File: src/wdc_pkg.sv
package wdc_pkg;

  // register map, byte addresses on the Avalon slave
  localparam int unsigned ADDR_W         = 4;
  localparam logic [3:0]  CTRL_OFS       = 4'h0;
  localparam logic [3:0]  FLAGS_OFS      = 4'h4;

  // watchdog_control fields
  localparam int unsigned SEL_LSB        = 0;
  localparam int unsigned SEL_W          = 3;
  localparam int unsigned EN_BIT         = 3;
  localparam int unsigned CUE_BIT        = 4;

  // reset_cause_flags fields
  localparam int unsigned POR_FLAG_BIT   = 0;
  localparam int unsigned EXT_FLAG_BIT   = 1;
  localparam int unsigned BOR_FLAG_BIT   = 2;
  localparam int unsigned WDT_FLAG_BIT   = 3;
  localparam int unsigned SCAN_FLAG_BIT  = 4;
  localparam int unsigned FLAGS_W        = 5;

  // values after reset
  localparam logic [4:0]  FLAGS_RST      = 5'h01;
  localparam logic [2:0]  SEL_RST        = 3'h0;

  // unlock window, in system clock cycles
  localparam logic [2:0]  UNLOCK_CYC     = 3'h4;

  // shortest time-out, in watchdog oscillator cycles (16K)
  localparam int unsigned TIMEOUT_BASE_OSC = 16384;
  localparam int unsigned CNT_W          = 22;

  typedef enum logic [1:0] {
    WDC_BUS_IDLE = 2'b01,
    WDC_BUS_ACK  = 2'b10
  } wdc_bus_state_t;

endpackage

File: src/wdc_sync.sv
`timescale 1ns/1ps
module wdc_sync #(
  parameter int unsigned WIDTH = 1
) (
  input  wire logic             clk_i,
  input  wire logic             nrst_i,
  input  wire logic [WIDTH-1:0] d_i,
  output logic      [WIDTH-1:0] q_o
);

  logic [WIDTH-1:0] meta_reg;
  logic [WIDTH-1:0] safe_reg;

  // first stage is read by the second stage only
  always_ff @(posedge clk_i or negedge nrst_i) begin
    if (!nrst_i) begin
      meta_reg <= '0;
      safe_reg <= '0;
    end else begin
      meta_reg <= d_i;
      safe_reg <= meta_reg;
    end
  end

  assign q_o = safe_reg;

endmodule // wdc_sync

File: src/wdc_watchdog.sv
// Our own choices: the address map and register access over Avalon-MM.
`timescale 1ns/1ps
// Functional notes
// - level 1 starts disabled; writing enable one enables freely
// - level 1 takes enable and select from one write within four cycles
// - level 2 keeps the watchdog enabled; enable reads as one
// - level 2 window write changes select only, enable value ignored
// - level 2 watchdog cannot be disabled by any write sequence
// - hardware clears unlock bit four clock cycles after it is set
// - enable one enables; enable zero disables only while unlocked
// - select changes only while the unlock bit is set, or on a chip reset
// - control bits seven to five read as zero
// - select codes give 16K up to 2048K oscillator cycles
// - scan flag set by scan reset, cleared by power-on or write zero
// - watchdog flag set by watchdog reset, cleared likewise
// - brown-out flag set by brown-out reset, cleared likewise
// - external flag set by pin reset, cleared likewise
// - power-on flag set by power-on, cleared only by write zero
// - counter runs on 1 MHz oscillator; restarts on kick, disable, reset
// - always-on fuse selects level 1 or level 2
// - expiry while enabled gives a one-cycle reset pulse
module wdc_watchdog #(
  parameter int unsigned TIMEOUT_BASE = wdc_pkg::TIMEOUT_BASE_OSC
) (
  input  wire logic                       clk_i,
  input  wire logic                       nrst_i,
  input  wire logic [wdc_pkg::ADDR_W-1:0] avs_address_i,
  input  wire logic                       avs_read_i,
  input  wire logic                       avs_write_i,
  input  wire logic [31:0]                avs_writedata_i,
  input  wire logic [3:0]                 avs_byteenable_i,
  output logic      [31:0]                avs_readdata_o,
  output logic                            avs_waitrequest_o,
  input  wire logic                       wdt_osc_i,
  input  wire logic                       kick_i,
  input  wire logic                       always_on_fuse_i,
  input  wire logic                       ext_rst_i,
  input  wire logic                       bor_rst_i,
  input  wire logic                       scan_rst_i,
  output logic                            wdt_rst_o,
  output logic                            wdt_enabled_o,
  output logic                            level2_o
);
  import wdc_pkg::*;

  // asynchronous inputs, two flip-flops each
  logic [4:0]           sync_q;
  logic                 osc_s;
  logic                 fuse_s;
  logic                 ext_s;
  logic                 bor_s;
  logic                 scan_s;
  logic                 osc_prev_reg;
  logic                 osc_tick;

  // bus slave
  wdc_bus_state_t       bus_state_reg;
  logic                 req;
  logic                 acc;
  logic                 wr_acc;
  logic [7:0]           wd;
  logic [31:0]          rdata_reg;
  logic [7:0]           rd8;
  logic                 rd8_en_ok;

  // control state
  logic                 ctrl_wr;
  logic                 flag_wr;
  logic                 unlock_wr;
  logic                 change_wr;
  logic                 unlock_open;
  logic [2:0]           unlock_cnt_reg;
  logic                 enable_reg;
  logic [SEL_W-1:0]     sel_reg;
  logic                 level2;
  logic                 wdt_en;
  logic                 expire;
  logic                 chip_rst;
  logic [FLAGS_W-1:0]   flags_reg;
  logic [FLAGS_W-1:0]   flag_set;
  logic                 level2_reg;
  logic                 wdt_en_reg;

  wdc_sync #(
    .WIDTH (5)
  ) u_sync (
    .clk_i  (clk_i),
    .nrst_i (nrst_i),
    .d_i    ({wdt_osc_i, always_on_fuse_i, ext_rst_i, bor_rst_i,
              scan_rst_i}),
    .q_o    (sync_q)
  );

  assign osc_s  = sync_q[4];
  assign fuse_s = sync_q[3];
  assign ext_s  = sync_q[2];
  assign bor_s  = sync_q[1];
  assign scan_s = sync_q[0];

  // rising edge of the watchdog oscillator
  always_ff @(posedge clk_i or negedge nrst_i) begin
    if (!nrst_i) begin
      osc_prev_reg <= 1'b0;
    end else begin
      osc_prev_reg <= osc_s;
    end
  end

  assign osc_tick = osc_s && !osc_prev_reg;

  // ---- Avalon-MM slave: one wait state on every access
  assign req = avs_read_i || avs_write_i;
  assign acc = req && (bus_state_reg == WDC_BUS_ACK);
  assign wr_acc = acc && avs_write_i;
  assign wd = avs_writedata_i[7:0];
  assign avs_waitrequest_o = req && (bus_state_reg != WDC_BUS_ACK);

  always_ff @(posedge clk_i or negedge nrst_i) begin
    if (!nrst_i) begin
      bus_state_reg <= WDC_BUS_IDLE;
    end else begin
      case (bus_state_reg)
        WDC_BUS_IDLE: begin
          if (req) begin
            bus_state_reg <= WDC_BUS_ACK;
          end
        end
        WDC_BUS_ACK: begin
          bus_state_reg <= WDC_BUS_IDLE;
        end
        default: begin
          bus_state_reg <= WDC_BUS_IDLE;
        end
      endcase
    end
  end

  // read mux, unmapped addresses read zero
  always_comb begin
    rd8 = 8'h00;
    if (avs_address_i == CTRL_OFS) begin
      rd8 = {3'h0, unlock_open, wdt_en, sel_reg};
    end else if (avs_address_i == FLAGS_OFS) begin
      rd8 = {3'h0, flags_reg};
    end
  end

  assign rd8_en_ok = (avs_address_i != CTRL_OFS) || rd8[EN_BIT];

  always_ff @(posedge clk_i or negedge nrst_i) begin
    if (!nrst_i) begin
      rdata_reg <= 32'h0000_0000;
    end else if (avs_read_i && bus_state_reg == WDC_BUS_IDLE) begin
      rdata_reg <= {24'h00_0000, rd8};
    end
  end

  assign avs_readdata_o = rdata_reg;

  // ---- register writes, byte lane 0 carries the 8-bit registers
  assign ctrl_wr = wr_acc && (avs_address_i == CTRL_OFS)
                   && avs_byteenable_i[0];
  assign flag_wr = wr_acc && (avs_address_i == FLAGS_OFS)
                   && avs_byteenable_i[0];

  assign unlock_open = (unlock_cnt_reg != 3'h0);
  assign unlock_wr   = ctrl_wr && wd[CUE_BIT] && wd[EN_BIT];
  assign change_wr   = ctrl_wr && !wd[CUE_BIT] && unlock_open;

  // watchdog reset and the other reset sources restart the block
  assign chip_rst = ext_s || bor_s || scan_s || expire;

  // fuse programmed selects level 2
  assign level2 = fuse_s;
  assign wdt_en = enable_reg || level2;

  // unlock window counts down and closes itself
  always_ff @(posedge clk_i or negedge nrst_i) begin
    if (!nrst_i) begin
      unlock_cnt_reg <= 3'h0;
    end else if (chip_rst) begin
      unlock_cnt_reg <= 3'h0;
    end else if (unlock_wr) begin
      unlock_cnt_reg <= UNLOCK_CYC;
    end else if (change_wr) begin
      unlock_cnt_reg <= 3'h0;
    end else if (unlock_open) begin
      unlock_cnt_reg <= unlock_cnt_reg - 3'h1;
    end
  end

  // enable: set freely, cleared through the window or by chip_rst
  always_ff @(posedge clk_i or negedge nrst_i) begin
    if (!nrst_i) begin
      enable_reg <= 1'b0;
    end else if (chip_rst) begin
      enable_reg <= 1'b0;
    end else if (ctrl_wr && wd[EN_BIT]) begin
      enable_reg <= 1'b1;
    end else if (change_wr) begin
      enable_reg <= 1'b0;
    end
  end

  // select: only a qualifying window write or chip_rst changes it
  always_ff @(posedge clk_i or negedge nrst_i) begin
    if (!nrst_i) begin
      sel_reg <= SEL_RST;
    end else if (chip_rst) begin
      sel_reg <= SEL_RST;
    end else if (change_wr) begin
      sel_reg <= wd[SEL_LSB +: SEL_W];
    end
  end

  wdc_wdt_counter #(
    .BASE  (TIMEOUT_BASE),
    .CNT_W (CNT_W)
  ) u_counter (
    .clk_i     (clk_i),
    .nrst_i    (nrst_i),
    .tick_i    (osc_tick),
    .restart_i (kick_i || !wdt_en || chip_rst),
    .sel_i     (sel_reg),
    .expire_o  (expire)
  );

  assign wdt_rst_o = expire;

  // ---- reset cause flags; a set beats a write of zero
  assign flag_set = {scan_s, expire, bor_s, ext_s, 1'b0};

  always_ff @(posedge clk_i or negedge nrst_i) begin
    if (!nrst_i) begin
      flags_reg <= FLAGS_RST;
    end else if (flag_wr) begin
      flags_reg <= (flags_reg & wd[FLAGS_W-1:0]) | flag_set;
    end else begin
      flags_reg <= flags_reg | flag_set;
    end
  end

  // status outputs
  always_ff @(posedge clk_i or negedge nrst_i) begin
    if (!nrst_i) begin
      level2_reg <= 1'b0;
      wdt_en_reg <= 1'b0;
    end else begin
      level2_reg <= level2;
      wdt_en_reg <= wdt_en;
    end
  end

  assign level2_o      = level2_reg;
  assign wdt_enabled_o = wdt_en_reg;
endmodule // wdc_watchdog

File: src/wdc_wdt_counter.sv
`timescale 1ns/1ps
module wdc_wdt_counter #(
  parameter int unsigned BASE  = wdc_pkg::TIMEOUT_BASE_OSC,
  parameter int unsigned CNT_W = wdc_pkg::CNT_W
) (
  input  wire logic                      clk_i,
  input  wire logic                      nrst_i,
  input  wire logic                      tick_i,
  input  wire logic                      restart_i,
  input  wire logic [wdc_pkg::SEL_W-1:0] sel_i,
  output logic                           expire_o
);
  import wdc_pkg::*;

  logic [CNT_W-1:0] count_reg;
  logic [CNT_W-1:0] limit;
  logic             expire_reg;
  logic             hit;

  // time-out doubles with each select code
  assign limit = CNT_W'(BASE) << sel_i;
  assign hit   = tick_i && (count_reg == limit - CNT_W'(1));

  always_ff @(posedge clk_i or negedge nrst_i) begin
    if (!nrst_i) begin
      count_reg <= '0;
    end else if (restart_i || hit) begin
      count_reg <= '0;
    end else if (tick_i) begin
      count_reg <= count_reg + CNT_W'(1);
    end
  end

  always_ff @(posedge clk_i or negedge nrst_i) begin
    if (!nrst_i) begin
      expire_reg <= 1'b0;
    end else begin
      expire_reg <= hit && !restart_i;
    end
  end

  assign expire_o = expire_reg;
endmodule // wdc_wdt_counter
File: config.mk
export PLATFORM = sky130hd
export DESIGN_NAME = wdc_watchdog
export DESIGN_NICKNAME = d
export VERILOG_FILES = /design/src/wdc_pkg.sv /design/src/wdc_sync.sv /design/src/wdc_watchdog.sv /design/src/wdc_wdt_counter.sv
export SDC_FILE = /design/constraint.sdc
export NUM_CORES = 1
export LEC_CHECK = 0
export BUFFER_PORTS_ARGS = -buffer_cell sky130_fd_sc_hd__buf_2
export CORE_MARGIN = 1
export CORE_UTILIZATION = 51
export DETAILED_ROUTE_END_ITERATION = 10
export PLACE_DENSITY_LB_ADDON = 0.3
export SYNTH_ARGS = -nofsm -noshare
export SYNTH_HDL_FRONTEND = slang
export SYNTH_HIERARCHICAL = 1
export SYNTH_SLANG_ARGS = --single-unit
File: constraint.sdc
create_clock -name clk_i -period 2.4 [get_ports clk_i]
set_input_delay 0.24 -clock clk_i [delete_from_list [all_inputs] [get_ports clk_i]]
set_output_delay 0.24 -clock clk_i [all_outputs]
set_load 0.02 [all_outputs]
[After elaboration in Yosys (flattened, before gate mapping)]
Index checks and enable logic that the tools add are counted.
Word-level totals
  register bits after elaboration: 58
  input port bits: 50
  logic and storage cells: 76
Operators by class
  add/subtract/negate cells: 3
  equal/unequal tests: 6
  mux-type cells: 16
  reduce and logical (&&, ||, !) cells: 34
  bitwise operators: 3
  shift-type cells: 1
Operators with widths (count)
  $mux W22: 2
  $add A22 B1 Y22 const B: 1
  $eq A22 B22 Y1: 1
  $shl A15 B3 Y22 const A: 1
  $sub A22 B1 Y22 const B: 1
  $mux W3: 6
  $logic_and A1 B1 Y1: 16
  $mux W5: 2
  $or A5 B5 Y5: 2
  $logic_or A1 B1 Y1: 8
  $mux W8: 1
  $reduce_bool A3 Y1: 2
  $and A5 B5 Y5: 1
  $eq A4 B3 Y1 const B: 1
  $logic_not A1 Y1: 4
  $logic_not A4 Y1: 1
  $mux W2: 2
  $ne A2 B2 Y1 const B: 2
  $reduce_bool A2 Y1: 2
  $reduce_bool A4 Y1: 1
  $mux W1: 3
  $sub A3 B1 Y3 const B: 1
  $eq A2 B1 Y1 const B: 1
  $eq A2 B2 Y1 const B: 1

[Logic depth before layout (Yosys ltp)]
Gate-level depths: netlist of the first run.
  word-level depth: 10
  gate-level depth with buffers: 8
  depth with buffers taken out: 6

[Hierarchy]
The synthesis of the first run kept the hierarchy.
By module, submodules not included
  wdc_wdt_counter: area an instance 1303.8 µm², instances 1, cells each 139
  wdc_watchdog: area an instance 1255.0 µm², instances 1, cells each 121
  wdc_sync: area an instance 250.2 µm², instances 1, cells each 10

[Worst setup path after synthesis of the first run]
OpenSTA, ideal clock, no wires.
  path kind: flip-flop to flip-flop
  start point: reg u_sync.safe_reg[2], in the netlist u_sync/q_o[2]
  end point: reg u_counter.count_reg[3]
  clock period less this slack: 1898 ps
  data required time: 2329 ps
  buffers on the path: 2
  cell stages (with the launch flop): 8
  path slack: 502 ps
  arrival time: 1827 ps
  cells stage by stage: dfrtp_1 -> nor4_2 -> nand3b_1 -> buf_1 -> inv_1 -> o41ai_4 -> buf_6 -> nor2_1
On the way
  word-level cells in the longest chain between the ends: 6
RTL lines
  from (decl): line wdc_sync.sv:12  | logic [WIDTH-1:0] safe_reg;
  from (signal assigned): line wdc_sync.sv:21  | safe_reg <= meta_reg;
  $logic_or A1 B1 Y1 (*) (3 in a row): line wdc_watchdog.sv:171  | assign chip_rst = ext_s || bor_s || scan_s || expire;
  $logic_or A1 B1 Y1 (*): line wdc_watchdog.sv:223  | .restart_i (kick_i || !wdt_en || chip_rst),
  $logic_or A1 B1 Y1 (*): line wdc_wdt_counter.sv:27  | end else if (restart_i || hit) begin
  $mux W22 / $reduce_bool A2 Y1 (equally long branches)
  to (signal assigned): line wdc_wdt_counter.sv:30  | count_reg <= count_reg + CNT_W'(1);
  to (decl): line wdc_wdt_counter.sv:15  | logic [CNT_W-1:0] count_reg;
Mark *: on every way between the ends. The rest lies on a longest branch, timed or not.
A chain may end at the register's enable or synchronous reset.

[Worst setup path in the final report of the first run]
  start point: reg osc_prev_reg
  end point: reg u_counter.count_reg[18]
On the way
  word-level cells in the longest chain between the ends: 5
RTL lines
  from (decl): line wdc_watchdog.sv:53  | logic osc_prev_reg;
  from (signal assigned): line wdc_watchdog.sv:105  | osc_prev_reg <= osc_s;
  $logic_not A1 Y1 (*): line wdc_watchdog.sv:109  | assign osc_tick = osc_s && !osc_prev_reg;
  $logic_and A1 B1 Y1 (*): line wdc_watchdog.sv:109
  named net osc_tick: line wdc_watchdog.sv:54  | logic osc_tick;
  $logic_and A1 B1 Y1: line wdc_wdt_counter.sv:22  | assign hit = tick_i && (count_reg == limit - CNT_W'(1));
  $logic_or A1 B1 Y1: line wdc_wdt_counter.sv:27
  $mux W22 / $reduce_bool A2 Y1 (equally long branches)
Mark *: on every way through the listed nets, which the timed path passes. The rest lies on a longest branch.

==> impl_results.md, run 1 <==
- Rows: 26
- DRT iter0 DRCs: 149
- Pwr/cell area: 551 nW/µm²
- FILL cells: 464
- Largest net degree at the start of global routing: 25
- Leakage power figure: 1.30 nW
- Ys async rst share: 100%
- Max_cap viols: 0
- Count leader, synth: dfrtp_1
- Final Max Slew Viols: 0
- Ant. Diodes: 0
- Clock skew: 0.0114 ns
- Die height: 76.2 µm
- Worst Hold Depth: 1
- RSZ-0062 raised after global routing: no
- Detailed-route DRC error count: 0
- Hold Startpoint: wdt_osc_i
- Vias in the first global route: 1,849
- Synth warn: 6
- Maximum vdd drop: 606 µV
- Critical-path top delay cell: nor4_2
- Worst-Skew Late Latency: 0.31 ns
- H-tree levels: 2
- Least-Margin Pin Slew: 0.548 ns
- Area leader, netlist: dfrtp_1
- R2R depth: 6
- Clk root buf: clkbuf_8
- Minimum clock period: 2.02 ns
- Req. time, crit path: 2.64 ns
- Clock-pin slew on the worst setup and hold paths: 0.10 ns
- Initial core utilization: 54.0%
- Worst setup EP type: flip-flop
- Cell variety after synth: 53
- Share of cells above drive strength 1: 18.4%
- Crit path largest cell delay: 0.47 ns
- All-Layer GR Usage: 18.7%
- Gr ovfl total: 0
- Period utilization: 84.0%
- Number of flops mapped to enable cells by yosys: 0
- Sequential cell area: 1380 µm²
- Synthesized area per cell: 10.4 µm²
- CTS tree: yes
- Via count: 1,973
- Post-DP HPWL: 3650 µm
- Worst setup path startpoint: osc_prev_reg
- CP Cell Sequence: nor2b_1 -> nand3_1 -> nor4_2 -> nand3_1 -> or3_1 -> o21ai_1
- Final hold vios: 0
- Cell Area, Synth: 2810 µm²
- Top FF cell, synth: dfrtp_1
- Path length in cells of the critical path: 6
- Hold WS: 0.0389 ns
- Slew margin rel.: 63.4%
- Commonest cells in the netlist: 53 x dfrtp_1, 28 x buf_4, 26 x nand2_1, 23 x nor2_1, 13 x nand3_1
- Die X-Extent: 76.2 µm
- Yosys top cell area share: 47.2%
- Sequential share of the synthesized area: 49.1%
- Synth top area cells: dfrtp_1 47%, buf_4 7.5%, nand2_1 3.5%
- Number of synthesized register bits: 55
- Sink Count: 55
- Status: completed
- Via density: 5.19
- Clock Path Buffers: 2
- Num CTS Buffers: 5
- Max Clk Rate: 496 MHz
- Buffers on Ports: 28
- Critical Path AT: 2.25 ns
- CP delay by family, top: simple AND/OR/NAND/NOR gates
- Worst Path Max Fanout: 5
- Die ar.: 5810 µm²
- GP Congestion: 0.753
- First-pass GRT wire length: 8610 µm
- Max FFs per register: 22
- Initial antenna violation count: 0
- Startpoint Class: flip-flop
- Worst min path class: input pin to flip-flop
- Post-Syn Instances: 270
- Total wire length: 4930 µm
- Crit path top cell by count: nand3_1
- Worst Path Buf+Inv: 0
- Worst r2r src: osc_prev_reg
- TritonRoute pass-1 iters: 4
- Final Setup Violations: 0
- DR WL/cell: 13.0 µm
- Core area: 5200 µm²
- Num ports: 86
- Setup TNS: 0 ns
- Area grow syn2layout: 8.78%
- Multi-input logic area: 1260 µm²
- Postcts setup bufs: 0
- Final design utilization: 58.7%
- Crit path kind: flip-flop to flip-flop
- Antenna-violating nets left: 0
- Layout Nets: 362
==> layout make-up <==
cell class | count | area share [%]
sequential | 55 | 45.1
multi-input combinational | 201 | 41.1
timing repair buffer | 38 | 7.13
tap | 70 | 2.87
clock buffer | 6 | 2.38
inverter | 8 | 0.983
clock inverter | 2 | 0.410
==> cell families after synthesis <==
group | count (synthesis) | synth area share (%)
compound gates | 38 | 10.2
xor+xnor | 17 | 5.30
fa+ha+maj | 3 | 1.34
buf+inv | 40 | 9.67
flops | 55 | 49.1
mux | 4 | 1.43
other cells | 1 | 0.134
simple gates | 112 | 22.9
==> worst paths after layout <==
kind                                                 to  slack (ns)
worst max register to register  u_counter/count_reg[18]        0.38
max in group asynchronous              bus_state_reg[0]        1.30
worst max-delay path            u_counter/count_reg[18]        0.38
worst min-delay path                 u_sync/meta_reg[4]        0.04
min in group asynchronous             avs_readdata_o[2]        0.43
worst min register to register            u_sync/q_o[1]        0.35
==> power breakdown <==
part	total [mW]	switching [mW]	internal, mW
clock	0.498	0.293	0.205
combinational	0.195	0.140	0.0558
sequential	0.991	0.0234	0.968
==> routing by layer <==
layer | track usage [%] | up-vias | share of wire, %
met3 | 3.59 | 7 | 5.1
met2 | 29.5 | 63 | 47
li1 | - | 979 | -
met5 | 0 | - | 0
met4 | 5.77 | 0 | 1.2
met1 | 26.1 | 924 | 47
==> what timing repair did <==
item,in CTS,in global routing
hold endpoints to repair,21,0
hold buffers,1,0
resized for setup,0,0
==> stage by stage <==
stage | std cells | power, mW | area (µm²) | worst slack, ns
detailed placement | 371 | 1.21 | 2960 | 0.428
finish | 380 | 1.68 | 3060 | 0.384
global placement | 371 | 1.20 | 2960 | 0.434
floorplan | 296 | 1.16 | 2910 | 0.502
CTS | 380 | 1.70 | 3060 | 0.400
global route | 380 | 1.77 | 3060 | 0.169
==> cell usage in the layout, fill, tap and decap left out, drive strengths merged, types with 4 or more instances in the layout <==
cell / synthesis / layout
nand3: 13 / 13
nor2: 23 / 23
o31ai: 4 / 4
xnor2: 7 / 7
nor2b: 5 / 5
clkbuf: 0 / 6
conb: 1 / 27
xor2: 10 / 10
mux2i: 4 / 4
nand2b: 6 / 6
o21ai: 13 / 13
or3: 5 / 5
nor3: 5 / 5
buf: 32 / 37
a22oi: 6 / 6
inv: 8 / 8
nand2: 26 / 26
dfrtp: 53 / 53
nand4: 6 / 6
nor4: 5 / 5
Power figures use the tool's default switching activity.
==> inputs of run 2 (changes only) <==
--- a/config.mk
+++ b/config.mk
@@ -5,9 +5,10 @@
 export SDC_FILE = /design/constraint.sdc
 export NUM_CORES = 1
 export LEC_CHECK = 0
+export ABC_AREA = 1
 export BUFFER_PORTS_ARGS = -buffer_cell sky130_fd_sc_hd__buf_2
 export CORE_MARGIN = 1
-export CORE_UTILIZATION = 51
+export CORE_UTILIZATION = 47
 export DETAILED_ROUTE_END_ITERATION = 10
 export PLACE_DENSITY_LB_ADDON = 0.3
 export SYNTH_ARGS = -nofsm -noshare
==> constraint.sdc (replaced) <==
create_clock -name clk_i -period 1.7 [get_ports clk_i]
set_input_delay 0.17 -clock clk_i [delete_from_list [all_inputs] [get_ports clk_i]]
set_output_delay 0.17 -clock clk_i [all_outputs]
set_load 0.02 [all_outputs]
==> run 2 against run 1 <==
Net effect: via count increased by 21%; worst setup slack got worse by 0.28 ns; critical endpoint is now u_counter/count_reg[16]; count of clock-buffer cells in the layout decreased by 1; combinational power increased to 2.5 times the previous value; clock power increased by 56%; critical path type unchanged; die area increased by 17%; register-to-register slack got worse by 0.28 ns; highest routed layer unchanged; flip-flop and latch count unchanged; first-iteration DRC count decreased by 24%; hold slack improved by 0.057 ns; critical path depth increased by 5; cell area increased by 13%.
==> impl_results.md, run 2 <==
- Status: completed
- Yosys top cell area share: 43.5%
- CTS tree: yes
- Final Max Slew Viols: 0
- Worst setup EP type: flip-flop
- Core area: 6100 µm²
- Sink Count: 55
- TritonRoute pass-1 iters: 4
- Detailed-route DRC error count: 0
- Crit path largest cell delay: 0.47 ns
- RSZ-0062 raised after global routing: yes
- Area grow syn2layout: 13.0%
- Leakage power figure: 1.62 nW
- R2R depth: 11
- Crit path top cell by count: nand2_1
- Xor and xnor area share after synthesis: 3.74%
- Synth warn: 6
- DRT iter0 DRCs: 113
- CP Cell Sequence: nor2_1 -> nand2_1 -> nand2_1 -> nand2_1 -> inv_1 -> nand2_1 -> nor2_1 -> nand2_2 -> nand2_4 -> buf_12 -> nor2_1
- Crit path kind: flip-flop to flip-flop
- Synthesized area per cell: 8.13 µm²
- FILL cells: 558
- CP endpoint: u_counter/count_reg[16]
- Main combinational cell family by area after synthesis: simple AND/OR/NAND/NOR gates
- H-tree levels: 2
- Area leader, netlist: dfrtp_1
- Worst-Skew Late Latency: 0.31 ns
- Post-Synth Adder-Cell Area: 1.23%
- Pre-CTS setup slack: 0.0973 ns
- Initial antenna violation count: 0
- Commonest non-fill, non-tap cell in the layout: nand2_1
- Synth Area in Compound Gates: 4.02%
- Rows: 28
- DR WL/cell: 11.4 µm
- Cell variety after synth: 35
- Share of cells above drive strength 1: 20.5%
- R2r setup slk: 0.11 ns
- Req. time, crit path: 1.90 ns
- Synth top area cells: dfrtp_1 44%, nand2_1 11%, nor2_1 7.0%
- Ant. Diodes: 0
- Minimum clock period: 1.59 ns
- GP Congestion: 0.868
- Post-DP HPWL: 4410 µm
- Synth Area in Simple Gates: 32.2%
- Max Clk Rate: 627 MHz
- Buffers on Ports: 28
- Mux share of post-synthesis cell area: 0%
- All-Layer GR Usage: 19.8%
- Critical-path top delay cell: dfrtp_1
- Layout Nets: 477
- Setup TNS: 0 ns
- Slew margin rel.: 66.6%
- Commonest non-fill, non-tap cells in the layout: 86 x nand2_1, 54 x nor2_1, 52 x dfrtp_1
- Sequential share of the synthesized area: 45.2%
- Period utilization: 93.8%
- Post-Syn Instances: 375
- Multi-input logic area: 1370 µm²
- Commonest cells in the netlist: 87 x nand2_1, 57 x nor2_1, 53 x dfrtp_1, 41 x inv_1, 27 x buf_4
- Top Layer Used: met4
- First-pass GRT wire length: 10,200 µm
- Initial core utilization: 50.0%
- Clock Path Buffers: 2
- Worst setup path startpoint: sel_reg[1]
- Worst min path class: input pin to flip-flop
- Fin area: 3440 µm²
- Sequential cell area: 1380 µm²
- Met2 Routed Length: 2830 µm
- Least-Margin Pin Slew: 0.501 ns
- Largest net degree at the start of global routing: 27
- Vias in the first global route: 2,354
- Startpoint Class: flip-flop
- Routed met1 length: 2660 µm
- Die ar.: 6810 µm²
- Met3 wire len: 162 µm
- Total wire length: 5720 µm
- Maximum vdd drop: 480 µV
- Number of synthesized register bits: 55
- Clock-pin slew on the worst setup and hold paths: 0.11 ns
- Max_cap viols: 0
- Critical Path AT: 1.80 ns
- Number of flops mapped to enable cells by yosys: 0
- Ys async rst share: 100%
- Top FF cell, synth: dfrtp_1
- Die X-Extent: 82.5 µm
- Via density: 4.76
- Worst Path Max Fanout: 10
- Via count: 2,379
- Num ports: 86
- Antenna-violating nets left: 0
- Clock skew: 0.0110 ns
- Count leader, synth: nand2_1
- Final Setup Violations: 0
- Final hold vios: 0
- Cell Area, Synth: 3050 µm²
- Area after DPL: 3260 µm²
- Gr ovfl total: 0
- Die height: 82.5 µm
- Max FFs per register: 22
- Slack of the critical path: 0.106 ns
- Clk root buf: clkbuf_8
- Worst r2r src: sel_reg[1]
- Reg-to-Reg End: u_counter/count_reg[16]
- Pwr/cell area: 793 nW/µm²
- Num CTS Buffers: 5
run 2: critical path: cells and delay by family (launching register included):
| kind | cells | cell delay, ns |
|---|---|---|
| simple gates | 9 | 0.84 |
| flops | 1 | 0.47 |
| buf+inv | 2 | 0.18 |
run 2: metal layers:
layer	up-vias	global-route usage, %
met5	-	0
li1	1211	-
met3	7	2.64
met1	1113	24.2
met2	48	36.0
met4	0	6.21
run 2: report_power, final:
part	internal, mW	total [mW]	switching (mW)	leakage, nW
clock	0.314	0.776	0.462	0.0522
combinational	0.168	0.495	0.326	0.871
sequential	1.41	1.46	0.0494	0.699
total	1.89	2.73	0.838	1.62
run 2: what timing repair did:
item / CTS / global route
endpoints found under the setup margin: 0 / 22
hold endpoints to repair: 23 / 0
setup buffers: 0 / 1
hold buffers: 6 / 0
resized for setup: 0 / 6
run 2: layout make-up:
class                      count  area share [%]
multi-input combinational    271            39.8
clock inverter                 3           0.908
tap                           75            2.72
sequential                    55            40.1
timing repair buffer          47            9.73
inverter                      44            4.79
clock buffer                   5            2.00
run 2: metrics by stage:
| step | cells | utilization, % | hold slack [ns] | power [mW] |
|---|---|---|---|---|
| after floorplan | 401 | - | -0.126 | 1.85 |
| after global placement | 485 | 53.5 | 0.159 | 1.97 |
| after detailed placement | 485 | 53.5 | 0.165 | 1.98 |
| after CTS | 499 | 56.2 | 0.0883 | 2.77 |
| after global routing | 500 | 56.5 | 0.113 | 2.89 |
| final | 500 | 56.5 | 0.0957 | 2.73 |
run 2: logic make-up after synthesis:
group                      Yosys count
AOI/OAI and AO/OA                   21
xor gates and xnor gates            13
adders and majority gates            3
buffers and inverters               75
DFF                                 55
other                                1
and+or+nand+nor                    207
run 2: worst min path at each step:
stage / from / endpoint / slack, ns / cells past startpoint
detailed placement: nrst_i / wdt_enabled_o / 0.17 / 1
global route: avs_writedata_i[2] / flags_reg[2] / 0.11 / 3
floorplan: nrst_i / avs_readdata_o[0] / -0.13 / 0
finish: avs_writedata_i[3] / flags_reg[3] / 0.1 / 3
CTS: avs_writedata_i[3] / flags_reg[3] / 0.09 / 3
global placement: nrst_i / wdt_enabled_o / 0.16 / 1
